$ cat src/rtl/ipoc_defines.svh
// register offsets, field positions, reset values and thresholds of the image port control
`ifndef IPOC_DEFINES_SVH
`define IPOC_DEFINES_SVH

`define IPOC_OFS_FMT        8'h85
`define IPOC_OFS_XFER       8'h86
`define IPOC_OFS_CLK        8'h87
`define IPOC_OFS_STAT       8'h8F

`define IPOC_FMT_RST        8'h00
`define IPOC_XFER_RST       8'h00
`define IPOC_CLK_RST        8'h00

`define IPOC_FMT_ORDER      7:6
`define IPOC_FMT_RANGE      5
`define IPOC_FMT_FLAG_A_INV 4
`define IPOC_FMT_FLAG_B_INV 3
`define IPOC_FMT_VERT_INV   2
`define IPOC_FMT_HORIZ_INV  1
`define IPOC_FMT_QUAL_INV   0

`define IPOC_XFER_SEL       7:6
`define IPOC_XFER_A_MSB     5
`define IPOC_XFER_B_MSB     4
`define IPOC_XFER_FULL      3:2
`define IPOC_XFER_EMPTY     1:0

`define IPOC_CLK_GATED_PH   7:6
`define IPOC_CLK_PORT_PH    5:4
`define IPOC_CLK_OE         1:0

`define IPOC_STAT_TRI       6
`define IPOC_STAT_FILLED    5
`define IPOC_STAT_OVF       4

`define IPOC_CLAMP0_LO      8'h01
`define IPOC_CLAMP0_HI      8'hFE
`define IPOC_CLAMP1_LO      8'h08
`define IPOC_CLAMP1_HI      8'hF7

`define IPOC_AE_LVL0        6'h10
`define IPOC_AE_LVL1        6'h08
`define IPOC_AE_LVL2        6'h04
`define IPOC_AF_LVL0        6'h10
`define IPOC_AF_LVL1        6'h18
`define IPOC_AF_LVL2        6'h1C
`define IPOC_AF_LVL3        6'h20

`define IPOC_SKEW_NS        3
`define IPOC_MCLK_MHZ       10
`define IPOC_SKEW_CYC       ((`IPOC_SKEW_NS * `IPOC_MCLK_MHZ + 999) / 1000)

`endif

$ cat src/rtl/ipoc_pkg.sv
// types shared by the image port control modules
package ipoc_pkg;
   typedef enum logic [1:0] {
      IPOC_XFER_OFF,
      IPOC_XFER_VIDEO,
      IPOC_XFER_TEXT,
      IPOC_XFER_BOTH
   } ipoc_xfer_mode_t;

   typedef enum logic [1:0] {
      IPOC_OE_OFF,
      IPOC_OE_ON,
      IPOC_OE_TRI_LOW,
      IPOC_OE_TRI_HIGH
   } ipoc_oe_mode_t;
endpackage : ipoc_pkg

$ cat src/rtl/ipoc_cfg_if.sv
// interface between the port control and its fifo flag unit
`timescale 1ns/1ns
interface ipoc_cfg_if;
   logic [1:0] empty_lvl;
   logic [1:0] full_lvl;
   logic [2:0] sel_a;
   logic [2:0] sel_b;
   logic [5:0] fifo_level;
   logic       fifo_filled;
   logic       fifo_overflow;
   logic       field_id;
   logic       task_flag;
   logic       sliced_flag;
   logic       update;
   logic       nearly_empty;
   logic       nearly_full;
   logic       flag_a;
   logic       flag_b;

   modport ctl (
      output empty_lvl, full_lvl, sel_a, sel_b, fifo_level, fifo_filled,
      output fifo_overflow, field_id, task_flag, sliced_flag, update,
      input  nearly_empty, nearly_full, flag_a, flag_b
   );
   modport flg (
      input  empty_lvl, full_lvl, sel_a, sel_b, fifo_level, fifo_filled,
      input  fifo_overflow, field_id, task_flag, sliced_flag, update,
      output nearly_empty, nearly_full, flag_a, flag_b
   );
endinterface : ipoc_cfg_if

$ cat src/rtl/ipoc_flags.sv
// fifo level flags and general-purpose flag selection
`timescale 1ns/1ns
`include "ipoc_defines.svh"
module ipoc_flags #(
   parameter int FIFO_DEPTH = 32
) (
   input wire logic mclk,
   input wire logic rst_b,
   ipoc_cfg_if.flg  cfg
);
   if (FIFO_DEPTH != 32) begin : g_chk
      $error("ipoc_flags: thresholds are fixed for a 32 dword fifo");
   end

   logic ne_q, ne_d;
   logic nf_q, nf_d;
   logic fa_q, fa_d;
   logic fb_q, fb_d;

   function automatic logic ipoc_ae_hit(input logic [5:0] lvl, input logic [1:0] code);
      case (code)
         2'h0:    ipoc_ae_hit = lvl < `IPOC_AE_LVL0;
         2'h1:    ipoc_ae_hit = lvl < `IPOC_AE_LVL1;
         2'h2:    ipoc_ae_hit = lvl < `IPOC_AE_LVL2;
         default: ipoc_ae_hit = lvl == 6'h00;
      endcase
   endfunction : ipoc_ae_hit

   function automatic logic ipoc_af_hit(input logic [5:0] lvl, input logic [1:0] code);
      case (code)
         2'h0:    ipoc_af_hit = lvl >= `IPOC_AF_LVL0;
         2'h1:    ipoc_af_hit = lvl >= `IPOC_AF_LVL1;
         2'h2:    ipoc_af_hit = lvl >= `IPOC_AF_LVL2;
         default: ipoc_af_hit = lvl == `IPOC_AF_LVL3;
      endcase
   endfunction : ipoc_af_hit

   // one decoder serves both flag outputs
   function automatic logic ipoc_pick(input logic [2:0] sel, input logic ae, input logic af);
      case (sel)
         3'h0:    ipoc_pick = cfg.field_id;
         3'h1:    ipoc_pick = cfg.task_flag;
         3'h2:    ipoc_pick = cfg.sliced_flag;
         3'h3:    ipoc_pick = 1'b0;
         3'h4:    ipoc_pick = cfg.fifo_filled;
         3'h5:    ipoc_pick = cfg.fifo_overflow;
         3'h6:    ipoc_pick = af;
         default: ipoc_pick = ae;
      endcase
   endfunction : ipoc_pick

   always_comb begin
      ne_d = ne_q;
      nf_d = nf_q;
      fa_d = fa_q;
      fb_d = fb_q;
      // re-evaluated from the live level each port clock, nothing is held sticky
      if (cfg.update) begin
         ne_d = ipoc_ae_hit(cfg.fifo_level, cfg.empty_lvl);
         nf_d = ipoc_af_hit(cfg.fifo_level, cfg.full_lvl);
         fa_d = ipoc_pick(cfg.sel_a, ne_d, nf_d);
         fb_d = ipoc_pick(cfg.sel_b, ne_d, nf_d);
      end
   end

   always_ff @(posedge mclk or negedge rst_b) begin
      if (!rst_b) begin
         ne_q <= 1'b0;
         nf_q <= 1'b0;
         fa_q <= 1'b0;
         fb_q <= 1'b0;
      end else begin
         ne_q <= ne_d;
         nf_q <= nf_d;
         fa_q <= fa_d;
         fb_q <= fb_d;
      end
   end

   assign cfg.nearly_empty = ne_q;
   assign cfg.nearly_full  = nf_q;
   assign cfg.flag_a       = fa_q;
   assign cfg.flag_b       = fb_q;
endmodule : ipoc_flags

$ cat src/rtl/ipoc_top.sv
// image output port control: registers, arbitration, limiting, swap, polarity, phase, enable
`timescale 1ns/1ns
`include "ipoc_defines.svh"
// Functional notes
// - range bit 0 clamps video bytes 1..254
// - range bit 1 clamps video bytes 8..247
// - byte-order field reorders dword bytes
// - qualifier pin inverted when its bit set and gated clock not routed
// - horizontal gate pin inverted when bit set
// - vertical gate pin inverted when bit set
// - each flag output has invert bit
// - transfer code 00 inhibits all output
// - transfer code 01 sends video only
// - code 10 sends text only, no codes
// - code 11 sends both, text first
// - empty level code sets almost-empty threshold
// - full level code sets almost-full threshold
// - two bits extend flag selectors to three
// - port clock phase: invert and/or skew
// - gated clock phase: invert and/or skew
// - gated phase acts only when gated routed
// - enable 00 floats, 01 drives port
// - enable 10/11 follow tristate pin level
// - selector codes 4..7 pick fifo flags
module ipoc_top #(
   parameter int FIFO_DEPTH = 32
) (
   input  wire logic        mclk,
   input  wire logic        rst_b,
   input  wire logic        reg_wr,
   input  wire logic        reg_rd,
   input  wire logic [7:0]  reg_addr,
   input  wire logic [7:0]  reg_wdata,
   output wire logic [7:0]  reg_rdata,
   input  wire logic [1:0]  flag_a_sel_lo,
   input  wire logic [1:0]  flag_b_sel_lo,
   input  wire logic        gated_clk_route,
   input  wire logic        port_clk_in,
   input  wire logic        tristate_ctl_pin,
   input  wire logic [31:0] vid_data,
   input  wire logic        vid_valid,
   input  wire logic        vid_is_code,
   output wire logic        vid_ack,
   input  wire logic [31:0] txt_data,
   input  wire logic        txt_valid,
   output wire logic        txt_ack,
   input  wire logic        hgate_in,
   input  wire logic        vgate_in,
   input  wire logic        field_id,
   input  wire logic        task_flag,
   input  wire logic        sliced_flag,
   input  wire logic [5:0]  fifo_level,
   input  wire logic        fifo_filled,
   input  wire logic        fifo_overflow,
   output wire logic        port_out_clock,
   output wire logic        data_qualifier_pin,
   output wire logic        horiz_gate_pin,
   output wire logic        vert_gate_pin,
   output wire logic        flag_out_a_pin,
   output wire logic        flag_out_b_pin,
   output wire logic [31:0] port_data,
   output wire logic        port_oe
);
   if (`IPOC_SKEW_CYC != 1) begin : g_chk
      $error("ipoc_top: skew tap is one mclk period deep");
   end

   // register file
   logic [7:0] fmt_q,   fmt_d;
   logic [7:0] xfer_q,  xfer_d;
   logic [7:0] clkc_q,  clkc_d;
   logic [7:0] rdata_q, rdata_d;

   // synchronisers for pins from outside the mclk domain
   logic clk_s1_q, clk_s2_q, clk_s3_q;
   logic tri_s1_q, tri_s2_q;
   logic pclk_rise;

   // port word state
   logic [31:0] data_q, data_d;
   logic        qual_q, qual_d;
   logic        vack_q, vack_d;
   logic        tack_q, tack_d;

   // pin flops
   logic pclk_q, pclk_d;
   logic dq_q,   dq_d;
   logic hg_q,   hg_d;
   logic vg_q,   vg_d;
   logic ga_q,   ga_d;
   logic gb_q,   gb_d;
   logic oe_q,   oe_d;

   ipoc_pkg::ipoc_xfer_mode_t xmode;
   ipoc_pkg::ipoc_oe_mode_t   omode;
   logic [31:0] vid_clamped;
   logic [7:0]  clamp_lo;
   logic [7:0]  clamp_hi;
   logic        take_txt;
   logic        take_vid;
   logic        clk_base;
   logic        gate_base;

   ipoc_cfg_if cfg ();

   assign xmode = ipoc_pkg::ipoc_xfer_mode_t'(xfer_q[`IPOC_XFER_SEL]);
   assign omode = ipoc_pkg::ipoc_oe_mode_t'(clkc_q[`IPOC_CLK_OE]);

   always_comb begin
      fmt_d   = fmt_q;
      xfer_d  = xfer_q;
      clkc_d  = clkc_q;
      rdata_d = rdata_q;
      if (reg_wr) begin
         if (reg_addr == `IPOC_OFS_FMT) begin
            fmt_d = reg_wdata;
         end else if (reg_addr == `IPOC_OFS_XFER) begin
            xfer_d = reg_wdata;
         end else if (reg_addr == `IPOC_OFS_CLK) begin
            clkc_d = reg_wdata;
         end
      end
      if (reg_rd) begin
         if (reg_addr == `IPOC_OFS_FMT) begin
            rdata_d = fmt_q;
         end else if (reg_addr == `IPOC_OFS_XFER) begin
            rdata_d = xfer_q;
         end else if (reg_addr == `IPOC_OFS_CLK) begin
            rdata_d = clkc_q;
         end else if (reg_addr == `IPOC_OFS_STAT) begin
            rdata_d                    = 8'h00;
            rdata_d[`IPOC_STAT_TRI]    = tri_s2_q;
            rdata_d[`IPOC_STAT_FILLED] = fifo_filled;
            rdata_d[`IPOC_STAT_OVF]    = fifo_overflow;
         end else begin
            rdata_d = 8'h00;
         end
      end
   end

   always_ff @(posedge mclk or negedge rst_b) begin
      if (!rst_b) begin
         fmt_q   <= `IPOC_FMT_RST;
         xfer_q  <= `IPOC_XFER_RST;
         clkc_q  <= `IPOC_CLK_RST;
         rdata_q <= 8'h00;
      end else begin
         fmt_q   <= fmt_d;
         xfer_q  <= xfer_d;
         clkc_q  <= clkc_d;
         rdata_q <= rdata_d;
      end
   end

   always_ff @(posedge mclk or negedge rst_b) begin
      if (!rst_b) begin
         clk_s1_q <= 1'b0;
         clk_s2_q <= 1'b0;
         clk_s3_q <= 1'b0;
         tri_s1_q <= 1'b0;
         tri_s2_q <= 1'b0;
      end else begin
         clk_s1_q <= port_clk_in;
         clk_s2_q <= clk_s1_q;
         clk_s3_q <= clk_s2_q;
         tri_s1_q <= tristate_ctl_pin;
         tri_s2_q <= tri_s1_q;
      end
   end

   assign pclk_rise = clk_s2_q & ~clk_s3_q;

   assign clamp_lo = fmt_q[`IPOC_FMT_RANGE] ? `IPOC_CLAMP1_LO : `IPOC_CLAMP0_LO;
   assign clamp_hi = fmt_q[`IPOC_FMT_RANGE] ? `IPOC_CLAMP1_HI : `IPOC_CLAMP0_HI;

   for (genvar i = 0; i < 4; i++) begin : g_clamp
      logic [7:0] b;
      assign b = vid_data[8*i +: 8];
      assign vid_clamped[8*i +: 8] = (b < clamp_lo) ? clamp_lo :
                                     ((b > clamp_hi) ? clamp_hi : b);
   end

   function automatic logic [31:0] ipoc_swap(input logic [31:0] w, input logic [1:0] ord);
      case (ord)
         2'h0:    ipoc_swap = w;
         2'h1:    ipoc_swap = {w[23:16], w[31:24], w[7:0], w[15:8]};
         2'h2:    ipoc_swap = {w[15:0], w[31:16]};
         default: ipoc_swap = {w[7:0], w[15:8], w[23:16], w[31:24]};
      endcase
   endfunction : ipoc_swap

   // text wins when both sources are pending in the both-sources mode (code 11); video never moves in text-only mode
   assign take_txt = txt_valid && (xmode == ipoc_pkg::IPOC_XFER_TEXT ||
                                   xmode == ipoc_pkg::IPOC_XFER_BOTH);
   assign take_vid = vid_valid && !take_txt &&
                     (xmode == ipoc_pkg::IPOC_XFER_VIDEO ||
                      xmode == ipoc_pkg::IPOC_XFER_BOTH);

   always_comb begin
      data_d = data_q;
      qual_d = qual_q;
      vack_d = 1'b0;
      tack_d = 1'b0;
      if (pclk_rise) begin
         qual_d = take_txt | take_vid;
         tack_d = take_txt;
         vack_d = take_vid;
         if (take_txt) begin
            data_d = ipoc_swap(txt_data, fmt_q[`IPOC_FMT_ORDER]);
         end else if (take_vid) begin
            // timing codes bypass the limiter so FF 00 00 headers survive
            data_d = ipoc_swap(vid_is_code ? vid_data : vid_clamped,
                               fmt_q[`IPOC_FMT_ORDER]);
         end
      end
   end

   always_ff @(posedge mclk or negedge rst_b) begin
      if (!rst_b) begin
         data_q <= 32'h0000_0000;
         qual_q <= 1'b0;
         vack_q <= 1'b0;
         tack_q <= 1'b0;
      end else begin
         data_q <= data_d;
         qual_q <= qual_d;
         vack_q <= vack_d;
         tack_q <= tack_d;
      end
   end

   assign cfg.empty_lvl     = xfer_q[`IPOC_XFER_EMPTY];
   assign cfg.full_lvl      = xfer_q[`IPOC_XFER_FULL];
   assign cfg.sel_a         = {xfer_q[`IPOC_XFER_A_MSB], flag_a_sel_lo};
   assign cfg.sel_b         = {xfer_q[`IPOC_XFER_B_MSB], flag_b_sel_lo};
   assign cfg.fifo_level    = fifo_level;
   assign cfg.fifo_filled   = fifo_filled;
   assign cfg.fifo_overflow = fifo_overflow;
   assign cfg.field_id      = field_id;
   assign cfg.task_flag     = task_flag;
   assign cfg.sliced_flag   = sliced_flag;
   assign cfg.update        = pclk_rise;

   ipoc_flags #(
      .FIFO_DEPTH (FIFO_DEPTH)
   ) u_flags (
      .mclk  (mclk),
      .rst_b (rst_b),
      .cfg   (cfg)
   );

   // the 3 ns skew is one mclk tap: coarse at 10 MHz, but keeps the setting observable
   assign clk_base  = clkc_q[5] ? clk_s3_q : clk_s2_q;
   assign gate_base = clkc_q[7] ? clk_s3_q : clk_s2_q;

   always_comb begin
      // only bits 5:4 steer the port clock; the gated phase bits never reach it
      pclk_d = clk_base ^ clkc_q[4];
      if (gated_clk_route) begin
         // phase is applied before gating: while the qualifier is low the pin stays low
         // whatever the phase setting, so the receiver sees no stray edges between
         // words
         dq_d = (gate_base ^ clkc_q[6]) & qual_q;
      end else begin
         dq_d = qual_q ^ fmt_q[`IPOC_FMT_QUAL_INV];
      end
      hg_d = hgate_in ^ fmt_q[`IPOC_FMT_HORIZ_INV];
      vg_d = vgate_in ^ fmt_q[`IPOC_FMT_VERT_INV];
      ga_d = cfg.flag_a ^ fmt_q[`IPOC_FMT_FLAG_A_INV];
      gb_d = cfg.flag_b ^ fmt_q[`IPOC_FMT_FLAG_B_INV];
      case (omode)
         ipoc_pkg::IPOC_OE_OFF:      oe_d = 1'b0;
         ipoc_pkg::IPOC_OE_ON:       oe_d = 1'b1;
         ipoc_pkg::IPOC_OE_TRI_LOW:  oe_d = ~tri_s2_q;
         default:                    oe_d = tri_s2_q;
      endcase
   end

   always_ff @(posedge mclk or negedge rst_b) begin
      if (!rst_b) begin
         pclk_q <= 1'b0;
         dq_q   <= 1'b0;
         hg_q   <= 1'b0;
         vg_q   <= 1'b0;
         ga_q   <= 1'b0;
         gb_q   <= 1'b0;
         oe_q   <= 1'b0;
      end else begin
         pclk_q <= pclk_d;
         dq_q   <= dq_d;
         hg_q   <= hg_d;
         vg_q   <= vg_d;
         ga_q   <= ga_d;
         gb_q   <= gb_d;
         oe_q   <= oe_d;
      end
   end

   assign reg_rdata          = rdata_q;
   assign vid_ack            = vack_q;
   assign txt_ack            = tack_q;
   assign port_out_clock     = pclk_q;
   assign data_qualifier_pin = dq_q;
   assign horiz_gate_pin     = hg_q;
   assign vert_gate_pin      = vg_q;
   assign flag_out_a_pin     = ga_q;
   assign flag_out_b_pin     = gb_q;
   assign port_data          = data_q;
   assign port_oe            = oe_q;

   function automatic logic ipoc_in_rng(input logic [31:0] w, input logic [7:0] lo,
                                        input logic [7:0] hi);
      ipoc_in_rng = 1'b1;
      for (int k = 0; k < 4; k++) begin
         if (w[8*k +: 8] < lo || w[8*k +: 8] > hi) begin
            ipoc_in_rng = 1'b0;
         end
      end
   endfunction : ipoc_in_rng
endmodule : ipoc_top

$ cat config.mk
export PLATFORM = sky130hd
export DESIGN_NAME = ipoc_top
export DESIGN_NICKNAME = d
export VERILOG_FILES = /design/src/rtl/ipoc_pkg.sv /design/src/rtl/ipoc_cfg_if.sv /design/src/rtl/ipoc_flags.sv /design/src/rtl/ipoc_top.sv
export VERILOG_INCLUDE_DIRS = /design/src /design/src/rtl
export SDC_FILE = /design/constraint.sdc
export NUM_CORES = 1
export LEC_CHECK = 0
export BUFFER_PORTS_ARGS = -buffer_cell sky130_fd_sc_hd__buf_2
export CORE_MARGIN = 2
export CORE_UTILIZATION = 40
export CTS_BUF_LIST = sky130_fd_sc_hd__clkbuf_8 sky130_fd_sc_hd__clkbuf_16
export DETAILED_ROUTE_END_ITERATION = 7
export PLACE_DENSITY_LB_ADDON = 0.12
export SETUP_SLACK_MARGIN = 0.5
export SLEW_MARGIN = 20
export SYNTH_ARGS = -nofsm -noshare
export SYNTH_HDL_FRONTEND = slang
export SYNTH_SLANG_ARGS = --single-unit
$ cat constraint.sdc
create_clock -name mclk -period 2.66 [get_ports mclk]
set_input_delay 0.399 -clock mclk [delete_from_list [all_inputs] [get_ports mclk]]
set_output_delay 0.399 -clock mclk [all_outputs]
set_load 0.005 [all_outputs]
==> results.cfg, run 1 <==
[setup_path]
required_ns = 2.88
r2r-end = port_data[11]
crit_arrival_ns = 2.72
critical-path-top-delay-family = compound AO/OA/AOI/OAI gates
path_max_fanout = 6
end_kind = register
crit_path_start_kind = register
path_class = register to register
cp_common_cell = o211ai_1
ff2ff_path_depth = 9
worstReg2RegStart = fmt_q[5]
path_cells = inv_8 -> ha_4 -> or4bb_4 -> o2111a_2 -> o211ai_1 -> o211ai_1 -> buf_4 -> a221oi_2 -> nor3_1
crit_path_max_incr_delay_ns = 0.55
critPathBufInv = 2
slowest_stage = or4bb_4
r2r_slack_ns = 0.16

[global_route]
grt_pass1_wl_mm = 31.13
overflow = 0
antenna_found_initial = 0
grtUsageTotal_pct = 23.99
grt_max_degree = 51
grt_pass1_vias = 5866

[cts]
cts_root_buffer = clkbuf_16
cts_tree = yes
clk_pin_slew_worst_paths_ns = 0.07
htreeDepth = 3
max-clock-path-buffers = 2
cts_sinks = 81
hold_buffers = 0
cts-buffers-inserted = 9
clock_latency_ns = 0.35

[logic_synthesis]
synth.most_common_cell = dfrtp_1
netlist_area_mm2 = 0.006215
yosysTopAreaCellShare_pct = 32.62
synth-seq-cells = 81
synthTopCellsByArea = dfrtp_1 33%, mux4_2 13%, mux2_2 5.1%
synth-main-ff-cell = dfrtp_1
syn_nets = 759
async_flop_share_pct = 100.0
synthCells = 636
syn_avg_cell_area_um2 = 9.772
synth.distinct_cells = 70
synthTopCellsByCount = 81 x dfrtp_1, 80 x nand2_1, 55 x nor2_1
seq_area_frac_synth_pct = 32.62
synth.yosys.warnings = 0
synth_edf_count = 0
yosysTopAreaCell = dfrtp_1

[detailed_routing]
via_per_inst = 6.042
first_pass_iters = 7
wl_mm = 20.06
antenna_left = 0
routed-via-count = 6066
wire_per_inst_um = 19.98
drtIter0Drc = 451
drc = 0

[layout]
fin_util_pct = 54.22
finalNonFillerCells = 1004
nets = 934
drive_above_1_share_pct = 43.63
areaGrowthSynthToFinish_pct = 32.64
n_antenna_cell = 0

[floorplan]
die_w_um = 128.6
start_util_pct = 40.88
io_pins = 156
fp.coreArea_mm2 = 0.01520
fp-row-count = 45
die_y_um = 128.6
die_area_mm2 = 0.01655

[timing]
slew_violations = 0
max_freq_mhz = 399.9
setup_slack_ns = 0.1595
hold_violations = 0
post-route-min-period_ns = 2.500
slew_headroom_pct = 54.08
tightest_slew_ns = 0.6889
setup_violations = 0
setup_tns_ns = 0
grt_setup_unrepaired = true
skew_ns = 0.006799
finalCritPeriodShare_pct = 94.00

[run]
maxCapViolCount = 0

[place]
placed_cells = 965
io_buffers = 155
dp_slack_ns = 0.05062
globalplace.congestion = 0.9147
dpl.hpwl_mm = 15.09

[min_path]
min_path_type = input port to async pin

[pwr]
power_uw = 3833
p_leak_uw = 0.003565
power_density_mw_per_mm2 = 465.0
ir_drop_mv = 0.3425

[outcome]
status = complete, no violations
## worst max path at each step
stage	cells past startpoint	end	from
floorplan	9	port_data[0]	fmt_q[5]
global placement	9	port_data[27]	vid_data[16]
detailed placement	9	port_data[27]	vid_data[16]
CTS	9	port_data[3]	fmt_q[5]
global route	9	port_data[11]	fmt_q[5]
finish	9	port_data[11]	fmt_q[5]
## routing by layer
layer	wire length, um	track usage (%)
met5	0	0
met3	1112	3.825
met1	8691	32.41
met2	9920	40.31
met4	334	6.394
## logic make-up after synthesis
| group | count (synthesis) | share of synthesized area [%] |
|---|---|---|
| AND/OR/NAND/NOR | 208 | 16.41 |
| AO/OA/AOI/OAI | 191 | 21.86 |
| flip-flops | 81 | 32.62 |
| multiplexers | 80 | 21.54 |
| buffers and inverters | 53 | 3.362 |
| adder cells (fa/ha/maj) | 16 | 3.221 |
| XOR/XNOR | 7 | 0.9865 |
## final cells by class
type	instances	area, um^2
clock buffers	9	225.2
clock inverters	7	70.07
fillers	1368	6959
inverters	15	63.81
multi-input cells	502	4417
flip-flops and latches	81	2031
well taps	188	235.2
repair buffers	201	1195
repair inverters	1	6.256
## state kept, by name, summed over array words and instances, names as in the netlist, 8 cells and up
signal and flops:
clkc_q 8, fmt_q 8, port_data 32, reg_rdata 8, xfer_q 8
## power breakdown
part           leakage (uW)  internal, uW  switching, uW  total (uW)
Combinational       0.00237           518            524        1040
Clock              0.000146           727            531        1260
Sequential          0.00105          1410            121        1530
## layout by cell type, fill, tap and decap left out, types with 13 or more instances in the layout
cell type / instances
a21oi_1: 23
a31oi_1: 24
o21ai_0: 15
nand3_1: 16
buf_4: 41
nor2_1: 55
buf_2: 154
inv_1: 13
o211ai_1: 15
nand2_1: 80
mux2i_1: 13
mux2_2: 27
mux4_2: 35
dfrtp_1: 78
## repair_timing
action,4_1_cts,5_1_grt
setup buffers,7,14
setup endpoints to repair,16,16
endpoints found under the hold margin,0,0
gates resized for setup,22,47
pin swaps,12,38
cloned,0,2
## metrics by stage
| stage | hold slack (ns) | instance area (um^2) |
|---|---|---|
| finish | 0.08119 | 8243 |
| global route | 0.1455 | 8243 |
| CTS | 0.1146 | 7883 |
| detailed placement | 0.3347 | 7445 |
| global placement | 0.3348 | 7445 |
| floorplan | 0.1034 | 6379 |
No activity file was read; power rests on OpenSTA's default activity.
==> inputs of run 2 (changes only) <==
Clock period 2.66 ns to 2.2 ns, I/O delays scaled along.
==> run 2 against run 1 <==
- the flow now finishes with violations (setup timing)
- fmax increased by 1.9%
- sequential power increased by 21%
- sequential share of layout area decreased by 1.8 points
- count of clock-buffer cells in the layout unchanged
- non-clock buffer count increased by 68
- die area unchanged
- critical path type unchanged
- critical endpoint is now port_data[27]
- largest power group unchanged
- highest routed layer unchanged
==> results.cfg, run 2 (synthesized netlist as in run 1, its figures left out) <==
[global_route]
grt_pass1_vias = 6330
grt_max_degree = 48
antenna_found_initial = 0
met2_usage_pct = 43.14
met3_usage_pct = 3.576
grt_pass1_wl_mm = 33.03
busiest_layer = met2
overflow = 0
grt.met1_usage_pct = 33.71
grtUsageTotal_pct = 25.36

[pwr]
combinationalPowerShare_pct = 29.6
ir_drop_mv = 0.3749
p_seq_share_pct = 39.6
switching_share_pct = 31.74
power_uw = 4679
p_leak_uw = 0.004001
internal-power_uw = 3193
power_density_mw_per_mm2 = 525.2
clkPwrFrac_pct = 30.9
power_switching_uw = 1485

[setup_path]
r2r_slack_ns = -0.25
required_ns = 2.44
crit_arrival_ns = 2.69
end_kind = register
crit_path_start_kind = register
path_class = register to register
path_max_fanout = 5

[floorplan]
die_y_um = 128.6
fp.coreArea_mm2 = 0.01520
die_area_mm2 = 0.01655
fp-row-count = 45
die_w_um = 128.6
io_pins = 156
start_util_pct = 40.88

[cts]
cts_sinks = 81
clock_latency_ns = 0.34
max-clock-path-buffers = 2
cts-buffers-inserted = 9
cts_root_buffer = clkbuf_16
cts_tree = yes
htreeDepth = 3
clk_pin_slew_worst_paths_ns = 0.07

[min_path]
min_path_type = input port to register

[timing]
grt_setup_unrepaired = true
max_freq_mhz = 407.5
finalHoldWorstSlack_ns = 0.1006
post-route-min-period_ns = 2.454
finalCritPeriodShare_pct = 111.5
hold_violations = 0
setup_violations = 16
skew_ns = 0.008622
slew_headroom_pct = 65.83
tightest_slew_ns = 0.5125
setup_slack_ns = -0.2537
slew_violations = 0

[detailed_routing]
first_pass_iters = 5
antenna_left = 0
wire_per_inst_um = 20.17
via_per_inst = 6.016
drc = 0
wl_mm = 21.62
drtIter0Drc = 486
routed-via-count = 6449

[layout]
mostFrequentLayoutCells = 153 x buf_2, 98 x buf_4, 79 x nand2_1
largest_reg_flops = 32
areaGrowthSynthToFinish_pct = 43.35
mostFrequentLayoutCell = buf_2
fin_util_pct = 58.60
n_antenna_cell = 0
drive_above_1_share_pct = 48.30
nets = 1002

[outcome]
status = finished with violations
violations = setup timing

[place]
globalplace.congestion = 0.9315
dpl.hpwl_mm = 16.09
dp_slack_ns = -0.3562
io_buffers = 155

[run]
maxCapViolCount = 0
==> run 2: metrics by stage <==
stage / setup TNS (ns) / cell area [um^2] / instances
final: -2.393 / 8909 / 1072
after global routing: -3.933 / 8909 / 1072
after CTS: -2.339 / 8608 / 1059
after detailed placement: -3.771 / 8036 / 1028
after global placement: -3.035 / 8036 / 1028
after floorplan: -3.271 / 6507 / 636
==> run 2: worst paths after layout <==
check                             from                  to  cells past startpoint
hold reg to reg               clk_s1_q            clk_s2_q                      0
min in group asynchronous        rst_b  data_qualifier_pin                      2
hold / removal             port_clk_in            clk_s1_q                      1
setup reg to reg              fmt_q[5]       port_data[27]                      9
setup / recovery              fmt_q[5]       port_data[27]                      9
max in group asynchronous        rst_b           xfer_q[1]                      3
==> run 2: routing by layer <==
metal,part of all wire (%),wire length (um)
met5,0,0
met4,1.8,390
met3,6.1,1323
met2,50,10760
met1,42,9145
==> run 2: power by group through the flow <==
| stage | sequential (uW) | clock, uW | combinational [uW] |
|---|---|---|---|
| finish | 1850 | 1440 | 1380 |
| global route | 1880 | 1520 | 1510 |
| CTS | 1850 | 1450 | 1330 |
| detailed placement | 1880 | 0 | 1270 |
| global placement | 1870 | 0 | 1240 |
| floorplan | 1860 | 0 | 638 |
==> run 2: cell type report <==
| cell class | instances | area, um^2 |
|---|---|---|
| clock inverters | 7 | 53.80 |
| fillers | 1363 | 6294 |
| repair inverters | 1 | 3.754 |
| flip-flops and latches | 81 | 2031 |
| multi-input cells | 502 | 4491 |
| well taps | 188 | 235.2 |
| clock buffers | 9 | 225.2 |
| repair buffers | 269 | 1808 |
| inverters | 15 | 61.31 |
==> run 2: what timing repair did <==
item                       CTS  global route
setup endpoints to repair   48            51
cloned                       2             2
pin swaps                   26            27
hold endpoints to repair    34             0
gates resized for setup     36            37
hold buffers                 1             0
buffers inserted            12            11
==> run 2: worst max-delay path, cell delays in order (launching register included) <==
cell and delay, ns:
dfrtp_2 0.43, clkinv_4 0.11, ha_4 0.25, or4bb_4 0.53
o211a_4 0.18, o21a_1 0.19, o211ai_1 0.17, buf_4 0.16
o22ai_1 0.08, a211oi_1 0.24
